[src/logic/strap_cfg_pkg.sv]
// Package with types and constants for the reset strap configuration loader.
package strap_cfg_pkg;

    // ****************************************************************
    // Default configuration values (used when override is not asserted)
    // ****************************************************************
    localparam logic DEF_BOOT_LOCATION = 1'h0;  // Internal boot.
    localparam logic DEF_BOOT_WIDTH    = 1'h1;  // 32-bit port.
    localparam logic DEF_PAD_STRENGTH  = 1'h0;  // Default strength.
    localparam logic DEF_LOOP_ENABLE   = 1'h1;
    localparam logic DEF_CLOCK_RATIO   = 1'h1;
    localparam logic DEF_CLOCK_REF     = 1'h1;  // Crystal reference.

    // ****************************************************************
    // Reset values of the configuration outputs
    // ****************************************************************
    localparam logic RST_SELECT_ENABLE = 1'h0;
    localparam logic RST_PORT_WIDTH    = 1'h1;
    localparam logic RST_SECOND_ENABLE = 1'h0;
    localparam logic RST_PAD_DRIVE     = 1'h0;
    localparam logic RST_LOOP_MODE     = 1'h0;
    localparam logic RST_LOOP_SELECT   = 1'h0;
    localparam logic RST_REF_SELECT    = 1'h0;

    // ****************************************************************
    // Timing
    // ****************************************************************
    localparam int CLK_PERIOD_NS     = 20;
    localparam int RELEASE_TIME_NS   = 20;  // One clock-out cycle.
    localparam int RELEASE_CYCLES_I  =
        (RELEASE_TIME_NS + CLK_PERIOD_NS - 1) / CLK_PERIOD_NS;
    localparam logic [3:0] RELEASE_CYCLES = RELEASE_CYCLES_I[3:0];

    // ****************************************************************
    // Types
    // ****************************************************************
    typedef enum logic [1:0] {
        ST_RESET   = 2'b00,
        ST_RELEASE = 2'b01,
        ST_RUN     = 2'b10
    } phase_e;

    typedef struct packed {
        logic boot_location_strap;
        logic boot_width_strap;
        logic pad_strength_strap;
        logic clock_reference_strap;
        logic clock_ratio_strap;
        logic loop_enable_pin;
    } straps_s;

    typedef struct packed {
        logic select_enable_flag;   // Boot select control enable.
        logic port_width_flag;      // 1 = 32-bit port.
        logic second_enable_flag;   // Emulation select enable.
    } select_cfg_s;

    typedef struct packed {
        logic loop_mode_flag;
        logic loop_select_flag;
        logic reference_select_flag;
    } clock_cfg_s;

endpackage

[src/logic/boot_select_decode.sv]
// Decoder from boot straps to chip select control bits.
`timescale 1ns/1ns
module boot_select_decode
    import strap_cfg_pkg::*;
(
    input  wire logic        boot_location_i,  // Boot location level
    input  wire logic        boot_width_i,     // Boot width level
    input  wire logic        emulation_i,      // Emulation mode active
    output select_cfg_s      cfg_o             // Decoded select controls
);

    always_comb begin
        if (!boot_location_i) begin
            // Internal boot: boot select off, 32-bit, width ignored.
            cfg_o.select_enable_flag = 1'h0;
            cfg_o.port_width_flag    = 1'h1;
            cfg_o.second_enable_flag = emulation_i;
        end else begin
            cfg_o.select_enable_flag = 1'h1;
            cfg_o.port_width_flag    = boot_width_i;
            cfg_o.second_enable_flag = 1'h0;
        end
    end

endmodule

[src/logic/clock_mode_decode.sv]
// Decoder from clock straps to synthesizer status mode bits.
`timescale 1ns/1ns
module clock_mode_decode
    import strap_cfg_pkg::*;
(
    input  wire logic   loop_enable_i,   // Loop enable level
    input  wire logic   clock_ratio_i,   // Clock ratio strap level
    input  wire logic   clock_ref_i,     // Clock reference strap level
    output clock_cfg_s  cfg_o            // Decoded clock mode
);

    always_comb begin
        cfg_o.loop_mode_flag        = loop_enable_i;
        cfg_o.loop_select_flag      = loop_enable_i & clock_ratio_i;
        cfg_o.reference_select_flag =
            loop_enable_i & clock_ratio_i & clock_ref_i;
    end

endmodule

[src/logic/reset_strap_config_loader.sv]
// Reset strap configuration loader, top level.
// Function
// - Disabled boot select: enable 0, port width 32, second select enable follows emulation.
// - Enabled 16-bit boot select: enable 1, width 0, second enable 0.
// - Enabled 32-bit boot select: enable 1, width 1, second enable 0.
// - Second select enable set only in emulation with internal boot.
// - Select bits keep captured values after reset; software may overwrite.
// - Location strap low: internal boot, 32-bit port, width strap ignored.
// - Location high, width low: external boot, enabled, 16-bit port.
// - Location high, width high: external boot, enabled, 32-bit port.
// - Pad strength strap loads pad drive bit: low default, high full.
// - Software may change pad drive bit any time after the strap pins are released (run phase).
// - Clock mode bits latched in reset, constant until next reset.
// - Loop enable low: external clock mode, synthesizer off.
// - Loop on, ratio low: one-to-one; ratio high, ref low: external ref.
// - Loop, ratio and reference all high: crystal reference mode.
// - Strap values used only when override pin is low in reset.
// - This block never raises an interrupt request.
// - Reset drives every configuration output to its startup value.
// - Without override, defaults drive configuration, data pins ignored.
// - Strap pins stay inputs until a clock-out cycle after reset-out.
`timescale 1ns/1ns
module reset_strap_config_loader
    import strap_cfg_pkg::*;
(
    input  wire logic   clk_i,                   // System clock, 50 MHz
    input  wire logic   rst_n_i,                 // Sync reset, active low
    input  wire logic   reset_out_n_i,           // Reset-out pin level
    input  wire logic   config_override_n_i,     // Override pin, low active
    input  wire logic   emulation_i,             // Emulation mode active
    input  straps_s     straps_i,                // Strap pin levels
    input  wire logic   sel_wr_i,                // Select controls write
    input  select_cfg_s sel_wdata_i,             // Select controls data
    input  wire logic   pad_wr_i,                // Pad drive write
    input  wire logic   pad_wdata_i,             // Pad drive data
    output logic        select_enable_flag_o,    // Boot select enable
    output logic        port_width_flag_o,       // Boot select 32-bit
    output logic        second_enable_flag_o,    // Emulation select enable
    output logic        pad_drive_flag_o,        // Full pad strength
    output logic        loop_mode_flag_o,        // Synthesizer enabled
    output logic        loop_select_flag_o,      // Normal loop mode
    output logic        reference_select_flag_o, // Crystal reference
    output logic        strap_drive_ok_o,        // Data pins may drive
    output logic        irq_o                    // Interrupt, always low
);

    // ****************************************************************
    // State
    // ****************************************************************
    typedef struct packed {
        phase_e      phase;
        logic [3:0]  release_cnt;
        select_cfg_s sel;
        logic        pad;
        clock_cfg_s  clk_cfg;
        logic        drive_ok;
    } state_s;

    state_s      state;
    state_s      next_state;
    straps_s     eff;
    select_cfg_s sel_dec;
    clock_cfg_s  clk_dec;

    // ****************************************************************
    // Strap selection
    // ****************************************************************
    // Defaults replace the pins entirely when override is not asserted,
    // so floating data pins can never leak into the configuration.
    always_comb begin
        if (!config_override_n_i) begin
            eff = straps_i;
        end else begin
            eff.boot_location_strap   = DEF_BOOT_LOCATION;
            eff.boot_width_strap      = DEF_BOOT_WIDTH;
            eff.pad_strength_strap    = DEF_PAD_STRENGTH;
            eff.clock_reference_strap = DEF_CLOCK_REF;
            eff.clock_ratio_strap     = DEF_CLOCK_RATIO;
            eff.loop_enable_pin       = DEF_LOOP_ENABLE;
        end
    end

    boot_select_decode u_boot (
        .boot_location_i (eff.boot_location_strap),
        .boot_width_i    (eff.boot_width_strap),
        .emulation_i     (emulation_i),
        .cfg_o           (sel_dec)
    );

    clock_mode_decode u_clock (
        .loop_enable_i (eff.loop_enable_pin),
        .clock_ratio_i (eff.clock_ratio_strap),
        .clock_ref_i   (eff.clock_reference_strap),
        .cfg_o         (clk_dec)
    );

    // ****************************************************************
    // Next state
    // ****************************************************************
    always_comb begin
        next_state = state;
        unique case (state.phase)
            ST_RESET: begin
                // Capture every edge while reset-out is low; the value
                // taken on the last such edge is the one that stays.
                if (!reset_out_n_i) begin
                    next_state.sel     = sel_dec;
                    next_state.pad     = eff.pad_strength_strap;
                    next_state.clk_cfg = clk_dec;
                end else begin
                    next_state.phase       = ST_RELEASE;
                    next_state.release_cnt = RELEASE_CYCLES;
                end
            end
            ST_RELEASE: begin
                // Hold the pins as inputs for a clock-out cycle.
                if (state.release_cnt <= 4'h1) begin
                    next_state.phase    = ST_RUN;
                    next_state.drive_ok = 1'h1;
                end else begin
                    next_state.release_cnt = state.release_cnt - 4'h1;
                end
            end
            ST_RUN: begin
                if (sel_wr_i) begin
                    next_state.sel = sel_wdata_i;
                end
                if (pad_wr_i) begin
                    next_state.pad = pad_wdata_i;
                end
            end
            default: begin
                next_state.phase = ST_RESET;
            end
        endcase
    end

    always_ff @(posedge clk_i) begin
        if (!rst_n_i) begin
            state.phase                     <= ST_RESET;
            state.release_cnt               <= 4'h0;
            state.sel.select_enable_flag    <= RST_SELECT_ENABLE;
            state.sel.port_width_flag       <= RST_PORT_WIDTH;
            state.sel.second_enable_flag    <= RST_SECOND_ENABLE;
            state.pad                       <= RST_PAD_DRIVE;
            state.clk_cfg.loop_mode_flag    <= RST_LOOP_MODE;
            state.clk_cfg.loop_select_flag  <= RST_LOOP_SELECT;
            state.clk_cfg.reference_select_flag <= RST_REF_SELECT;
            state.drive_ok                  <= 1'h0;
        end else begin
            state <= next_state;
        end
    end

    // ****************************************************************
    // Outputs
    // ****************************************************************
    assign select_enable_flag_o    = state.sel.select_enable_flag;
    assign port_width_flag_o       = state.sel.port_width_flag;
    assign second_enable_flag_o    = state.sel.second_enable_flag;
    assign pad_drive_flag_o        = state.pad;
    assign loop_mode_flag_o        = state.clk_cfg.loop_mode_flag;
    assign loop_select_flag_o      = state.clk_cfg.loop_select_flag;
    assign reference_select_flag_o = state.clk_cfg.reference_select_flag;
    assign strap_drive_ok_o        = state.drive_ok;
    assign irq_o                   = 1'h0;
endmodule

[config.mk]
export PLATFORM = sky130hd
export DESIGN_NAME = reset_strap_config_loader
export DESIGN_NICKNAME = d
export VERILOG_FILES = /design/src/logic/strap_cfg_pkg.sv /design/src/logic/boot_select_decode.sv /design/src/logic/clock_mode_decode.sv /design/src/logic/reset_strap_config_loader.sv
export SDC_FILE = /design/constraint.sdc
export NUM_CORES = 1
export LEC_CHECK = 0
export ABC_AREA = 1
export BUFFER_PORTS_ARGS = -buffer_cell sky130_fd_sc_hd__buf_2
export CAP_MARGIN = 5
export CORE_MARGIN = 1
export CORE_UTILIZATION = 46
export DETAILED_ROUTE_END_ITERATION = 10
export GPL_ROUTABILITY_DRIVEN = 0
export GPL_TIMING_DRIVEN = 0
export PLACE_DENSITY = 0.76
export SYNTH_ARGS = -nofsm -noshare
export SYNTH_HDL_FRONTEND = slang
export SYNTH_SLANG_ARGS = --single-unit
[constraint.sdc]
create_clock -name clk_i -period 1.94 [get_ports clk_i]
set_clock_uncertainty 0.2 [all_clocks]
set_input_delay 0.388 -clock clk_i [delete_from_list [all_inputs] [get_ports clk_i]]
set_output_delay 0.388 -clock clk_i [all_outputs]
set_load 0.05 [all_outputs]
# == Word level (Yosys, flattened, before mapping) ==
# Cells that the tools add are included.
# op_classes
n_addsub,1
mul,0
div_mod_pow,0
magnitude_cmp,1
n_eq_ne,8
shift,0
n_mux,11
bitwise,4
reduce_logical,9
# op_table
op,count
one-hot mux 4 bit (2 select lines),2
two-way mux 6 bit,2
"!= test 2 bit, second input constant",6
AND reduction 3 bit,4
two-way mux 7 bit,1
two-way mux 3 bit,2
one-hot mux 2 bit (3 select lines),1
"less-or-equal comparator 4 x 1 -> 1 bit, second input constant",1
two-way mux 4 bit,1
AND reduction 2 bit,2
nonzero test 2 bit,2
"subtractor 4 x 1 -> 4 bit, second input constant",1
bitwise AND 1 bit,2
"equality test 2 x 1 -> 1 bit, second input constant",1
"equality test 2 bit, second input constant",1
zero test 2 bit,1
two-way mux 2 bit,1
inverter 1 bit,2
two-way mux 1 bit,1
# word_totals
reg_bits,14
latch_bits,0
mem_bits_rw,0
mem_bits_ro,0
in_bits,17
mem_count,0

# == Logic depth before layout (Yosys ltp) ==
# depth
word_depth,5
ltp_mapped,10

# == By module ==
# Synthesis repeated with hierarchy kept, for this count alone.
# hier_totals
hier_cells,110
area_unflattened_um2,759.5
# by_module_without_submodules
module,instances,cells_each,area_each_um2,seq_area_each_um2
reset_strap_config_loader,1,100,709.4,280.3
boot_select_decode,1,5,25.0,0.0
clock_mode_decode,1,5,25.0,0.0

# == Worst setup path before layout ==
# No wires, ideal clock.
# synth_path
kind,register to register
startpoint,register state[8] (netlist bit)
endpoint,register state[11] (netlist bit)
setup_ps,115
arrival_ps,1084
setup_slack_ps,541
path_stages_with_launch,11
path_buffers,0
period_less_slack_ps,1399
path_cell_list,dfxtp_1 inv_1 ha_1 inv_1 nand2_1 nand2_1 nand2_2 nand2_2 nand3_1 nand2_1 nor2_1
# synth_between
elab_chain_cells,3
word_cells_on_any_way,6
cone_classes,add/sub (1); order compare (1); eq/ne (1); mux (2); reduce/logical (1)
# synth_rtl
element,line_no,source
from (decl),reset_strap_config_loader.sv:59,state_s state;
from (signal assigned),reset_strap_config_loader.sv:151,state <= next_state;
subtractor 4 x 1 -> 4 bit / less-or-equal comparator 4 x 1 -> 1 bit (equally long branches),"reset_strap_config_loader.sv:121, reset_strap_config_loader.sv:117",
two-way mux 4 bit / != test 2 bit (equally long branches),n/a,
one-hot mux 4 bit (2 select lines) / AND reduction 3 bit (equally long branches),n/a,
# Parallel ways exist; a longest one is shown, timed or not. The select of a mux whose other input is x is not followed.
# A chain may end at the register's enable or synchronous reset.

# == Final worst setup path ==
# layout_path
startpoint,register state[8] (netlist bit)
endpoint,register state[10] (netlist bit)
# Same word-level chain as after synthesis.

==> impl_metrics.xml <==
<?xml version="1.0" encoding="UTF-8"?>
<metrics>
  <group name="drt">
    <metric name="route.detailed.vias_per_inst" unit="">5.16</metric>
    <metric name="drt-initial-drc-count" unit="">13</metric>
    <metric name="vias" unit="">702</metric>
    <metric name="wl_per_cell" unit="um">10.7</metric>
    <metric name="detailedRoute.firstPassIterationCount" unit="">4</metric>
    <metric name="totalWireLength" unit="um">1450</metric>
    <metric name="residual_antenna_violating_net_count_after_detailed_routing" unit="">0</metric>
    <metric name="post-route-drc-count" unit="">0</metric>
  </group>
  <group name="yosys">
    <metric name="syn_inst" unit="">94</metric>
    <metric name="synth_adder_area_share" unit="%">3.66</metric>
    <metric name="synth_area" unit="um^2">684</metric>
    <metric name="synth_simple_gate_area_share" unit="%">29.1</metric>
    <metric name="synth_top_cells_by_count" unit="">nand2_1 (17), a21oi_1 (14), dfxtp_1 (14), nor2_1 (9), inv_1 (8)</metric>
    <metric name="synth_top_family_by_area" unit="">simple AND/OR/NAND/NOR gates</metric>
    <metric name="ffs_latches_synth" unit="">14</metric>
    <metric name="synth_compound_gate_area_share" unit="%">19.2</metric>
    <metric name="synth_warn" unit="">0</metric>
    <metric name="postSynthAreaPerCell" unit="um^2">7.28</metric>
    <metric name="synthTopCellsByArea" unit="">dfxtp_1 (41%), a21oi_1 (10%), nand2_1 (9.3%)</metric>
    <metric name="ys_seq_area_share" unit="%">41.0</metric>
    <metric name="muxShareOfSynthArea" unit="%">0</metric>
    <metric name="synthXorXnorAreaFrac" unit="%">0</metric>
    <metric name="synth_cell_types" unit="">22</metric>
    <metric name="ys_async_sr_fraction" unit="%">0</metric>
    <metric name="yosys.area.top_type" unit="">dfxtp_1</metric>
    <metric name="post-synth-top-count-cell" unit="">nand2_1</metric>
    <metric name="top_cell_type_s_share_of_synthesized_area" unit="%">41.0</metric>
    <metric name="synth_nets" unit="">113</metric>
    <metric name="synth-edff-count" unit="">0</metric>
    <metric name="ys.flop_type" unit="">dfxtp_1</metric>
  </group>
  <group name="worst_setup_path">
    <metric name="worstPathMaxFanout" unit="">5</metric>
    <metric name="cp_data_arrival_time" unit="ns">1.51</metric>
    <metric name="timing.critical_path.slowest_cell_delay" unit="ns">0.38</metric>
    <metric name="cp.buffers_inverters" unit="">2</metric>
    <metric name="crit_chain" unit="">inv_1 &gt; ha_1 &gt; inv_1 &gt; nand2_1 &gt; nand2_1 &gt; nand2_2 &gt; nand2_2 &gt; nand3_1 &gt; nand2_1 &gt; nor2_1</metric>
    <metric name="slowest_stage" unit="">dfxtp_1</metric>
    <metric name="timing.critical_path.max_delay_family" unit="">simple AND/OR/NAND/NOR gates</metric>
    <metric name="timing.rr.start" unit="">state[8]</metric>
    <metric name="cp-startpoint" unit="">state[8]</metric>
    <metric name="crit_type" unit="">flip-flop to flip-flop</metric>
    <metric name="required" unit="ns">1.92</metric>
    <metric name="critPathLaunchType" unit="">flip-flop</metric>
    <metric name="critical-path-top-cell-by-count" unit="">nand2_1</metric>
    <metric name="setup_crit_end_kind" unit="">flip-flop</metric>
  </group>
  <group name="die">
    <metric name="die_w" unit="um">40.6</metric>
    <metric name="num_io_pins" unit="">26</metric>
    <metric name="coreArea" unit="um^2">1350</metric>
    <metric name="placement_rows" unit="">13</metric>
    <metric name="dieHeight" unit="um">40.6</metric>
    <metric name="floorplan.die_area" unit="um^2">1650</metric>
    <metric name="start_util" unit="%">50.7</metric>
  </group>
  <group name="cells_and_area">
    <metric name="postLayoutCoreUtil" unit="%">62.7</metric>
    <metric name="share_of_post_route_cells_with_drive_strength_above_1" unit="%">32.2</metric>
    <metric name="post-route-cell-area" unit="um^2">846</metric>
    <metric name="num-fill-cells" unit="">128</metric>
    <metric name="finish.cell_count_without_fillers" unit="">136</metric>
    <metric name="insertedDiodeCount" unit="">0</metric>
    <metric name="design.final.nets" unit="">142</metric>
    <metric name="layout-area-overhead-vs-synth" unit="%">23.6</metric>
  </group>
  <group name="power">
    <metric name="cellPowerDensity" unit="nW/um^2">960</metric>
    <metric name="totalPowerFinal" unit="mW">0.812</metric>
    <metric name="cellLeakagePower" unit="nW">0.409</metric>
    <metric name="worst_ir_drop_vdd" unit="mV">0.510</metric>
  </group>
  <group name="timing">
    <metric name="post-route-period-util" unit="%">78.7</metric>
    <metric name="setup_violations" unit="">0</metric>
    <metric name="rsz0062_at_grt" unit="">no</metric>
    <metric name="finalSetupTns" unit="ns">0</metric>
    <metric name="final.setup.worst_slack" unit="ns">0.413</metric>
    <metric name="hold-worst-slack" unit="ns">0.156</metric>
    <metric name="finalCriticalPeriod" unit="ns">1.53</metric>
    <metric name="hold_viol" unit="">0</metric>
    <metric name="fmax" unit="MHz">655</metric>
    <metric name="final-max-slew-violation-count" unit="">0</metric>
  </group>
  <group name="grt">
    <metric name="grt_overflow" unit="">0</metric>
    <metric name="number_of_global_route_vias_before_repair" unit="">534</metric>
    <metric name="maximum_number_of_pins_on_one_net_before_global_route_repair" unit="">9</metric>
    <metric name="global_route_usage_over_all_layers" unit="%">19.7</metric>
    <metric name="grt_antenna_before_repair" unit="">0</metric>
    <metric name="grt_pass1_wl" unit="um">2100</metric>
  </group>
  <group name="placed_design">
    <metric name="pre_cts_slack" unit="ns">0.420</metric>
    <metric name="io_buffers" unit="">24</metric>
    <metric name="dp.cells" unit="">133</metric>
    <metric name="placement.cell_area" unit="um^2">823</metric>
    <metric name="post_detailed_placement_half_perimeter_wirelength" unit="um">1130</metric>
  </group>
  <group name="clocking">
    <metric name="worstSkewPairLatency" unit="ns">0.28</metric>
    <metric name="worst_setup_hold_path_clk_slew" unit="ns">0.08</metric>
    <metric name="numClockSinks" unit="">14</metric>
    <metric name="cts-buffers-inserted" unit="">3</metric>
    <metric name="post-cts-setup-buffer-count" unit="">0</metric>
    <metric name="tritoncts_clock_tree" unit="">yes</metric>
    <metric name="h-tree-depth" unit="">1</metric>
    <metric name="ctsLongestPathBuffers" unit="">2</metric>
    <metric name="clk_root_buffer_cell" unit="">clkbuf_4</metric>
    <metric name="hold_buf_count_cts" unit="">0</metric>
    <metric name="post_cts_resize_count" unit="">0</metric>
  </group>
  <group name="hold_path">
    <metric name="hold_path_startpoint" unit="">rst_n_i</metric>
    <metric name="min-delay-path-class" unit="">input port to flip-flop</metric>
  </group>
  <group name="status">
    <metric name="status" unit="">finished, final reports clean</metric>
  </group>
  <group name="job">
    <metric name="timing.max_cap.violations" unit="">0</metric>
  </group>
</metrics>
final cells by class:
class | count | area (um^2) | share of cell area, %
multi-input cells | 69 | 359 | 42.5
flip-flops and latches | 14 | 280 | 33.1
repair buffers | 24 | 120 | 14.2
inverters | 10 | 37.5 | 4.44
clock buffers | 3 | 22.5 | 2.66
well taps | 15 | 18.8 | 2.22
plain buffers | 1 | 7.51 | 0.888
worst paths after layout:
kind	to	slack (ns)	cells after the start
worst max register to register	state[10]	0.41	10
worst min register to register	strap_drive_ok_o	0.25	2
worst min-delay path	port_width_flag_o	0.16	2
worst max-delay path	state[10]	0.41	10
placed cells by master, fill, tap and decap left out:
master,n
buf_2,24
nand2_1,17
a21oi_1,14
dfxtp_1,14
nor2_1,9
inv_1,8
nand3_1,6
o21ai_1,5
nor2_2,3
nand2_2,3
clkbuf_4,3
inv_2,2
ha_1,2
nor2_4,1
nand2_4,1
a21boi_0,1
nand4_1,1
o211ai_1,1
a21oi_2,1
o31ai_1,1
o21ai_0,1
nor3_1,1
buf_4,1
conb_1,1
cells by family after synthesis:
family	Yosys count
simple gates	42
compound gates	24
flops	14
buf+inv	11
fa+ha+maj	2
other cells	1
flip-flops by register name, summed over array words and instances, names as in the netlist:
register / cells
loop_mode_flag_o: 1
loop_select_flag_o: 1
pad_drive_flag_o: 1
port_width_flag_o: 1
reference_select_flag_o: 1
second_enable_flag_o: 1
select_enable_flag_o: 1
state: 6
strap_drive_ok_o: 1
per-layer routing:
| layer | wire length (um) | global-route usage (%) |
|---|---|---|
| met1 | 699 | 26.2 |
| met2 | 634 | 27.8 |
| met3 | 77 | 5.00 |
| met4 | 38 | 12.5 |
| met5 | 0 | 0 |
report_power, final:
group | leakage, nW | internal (mW) | total [mW] | switching, mW
logic | 0.280 | 0.0901 | 0.292 | 0.202
clock network | 0.0138 | 0.0720 | 0.166 | 0.0935
registers | 0.115 | 0.327 | 0.355 | 0.0283
total | 0.409 | 0.489 | 0.812 | 0.324
worst reg2reg max path, cell delays in order, from the launching register on:
cell and delay, ns:
dfxtp_1 0.38, inv_1 0.08, ha_1 0.23, inv_1 0.06
nand2_1 0.06, nand2_1 0.07, nand2_2 0.08, nand2_2 0.11
nand3_1 0.08, nand2_1 0.06, nor2_1 0.04
No activity file was read; power rests on OpenSTA's default activity.
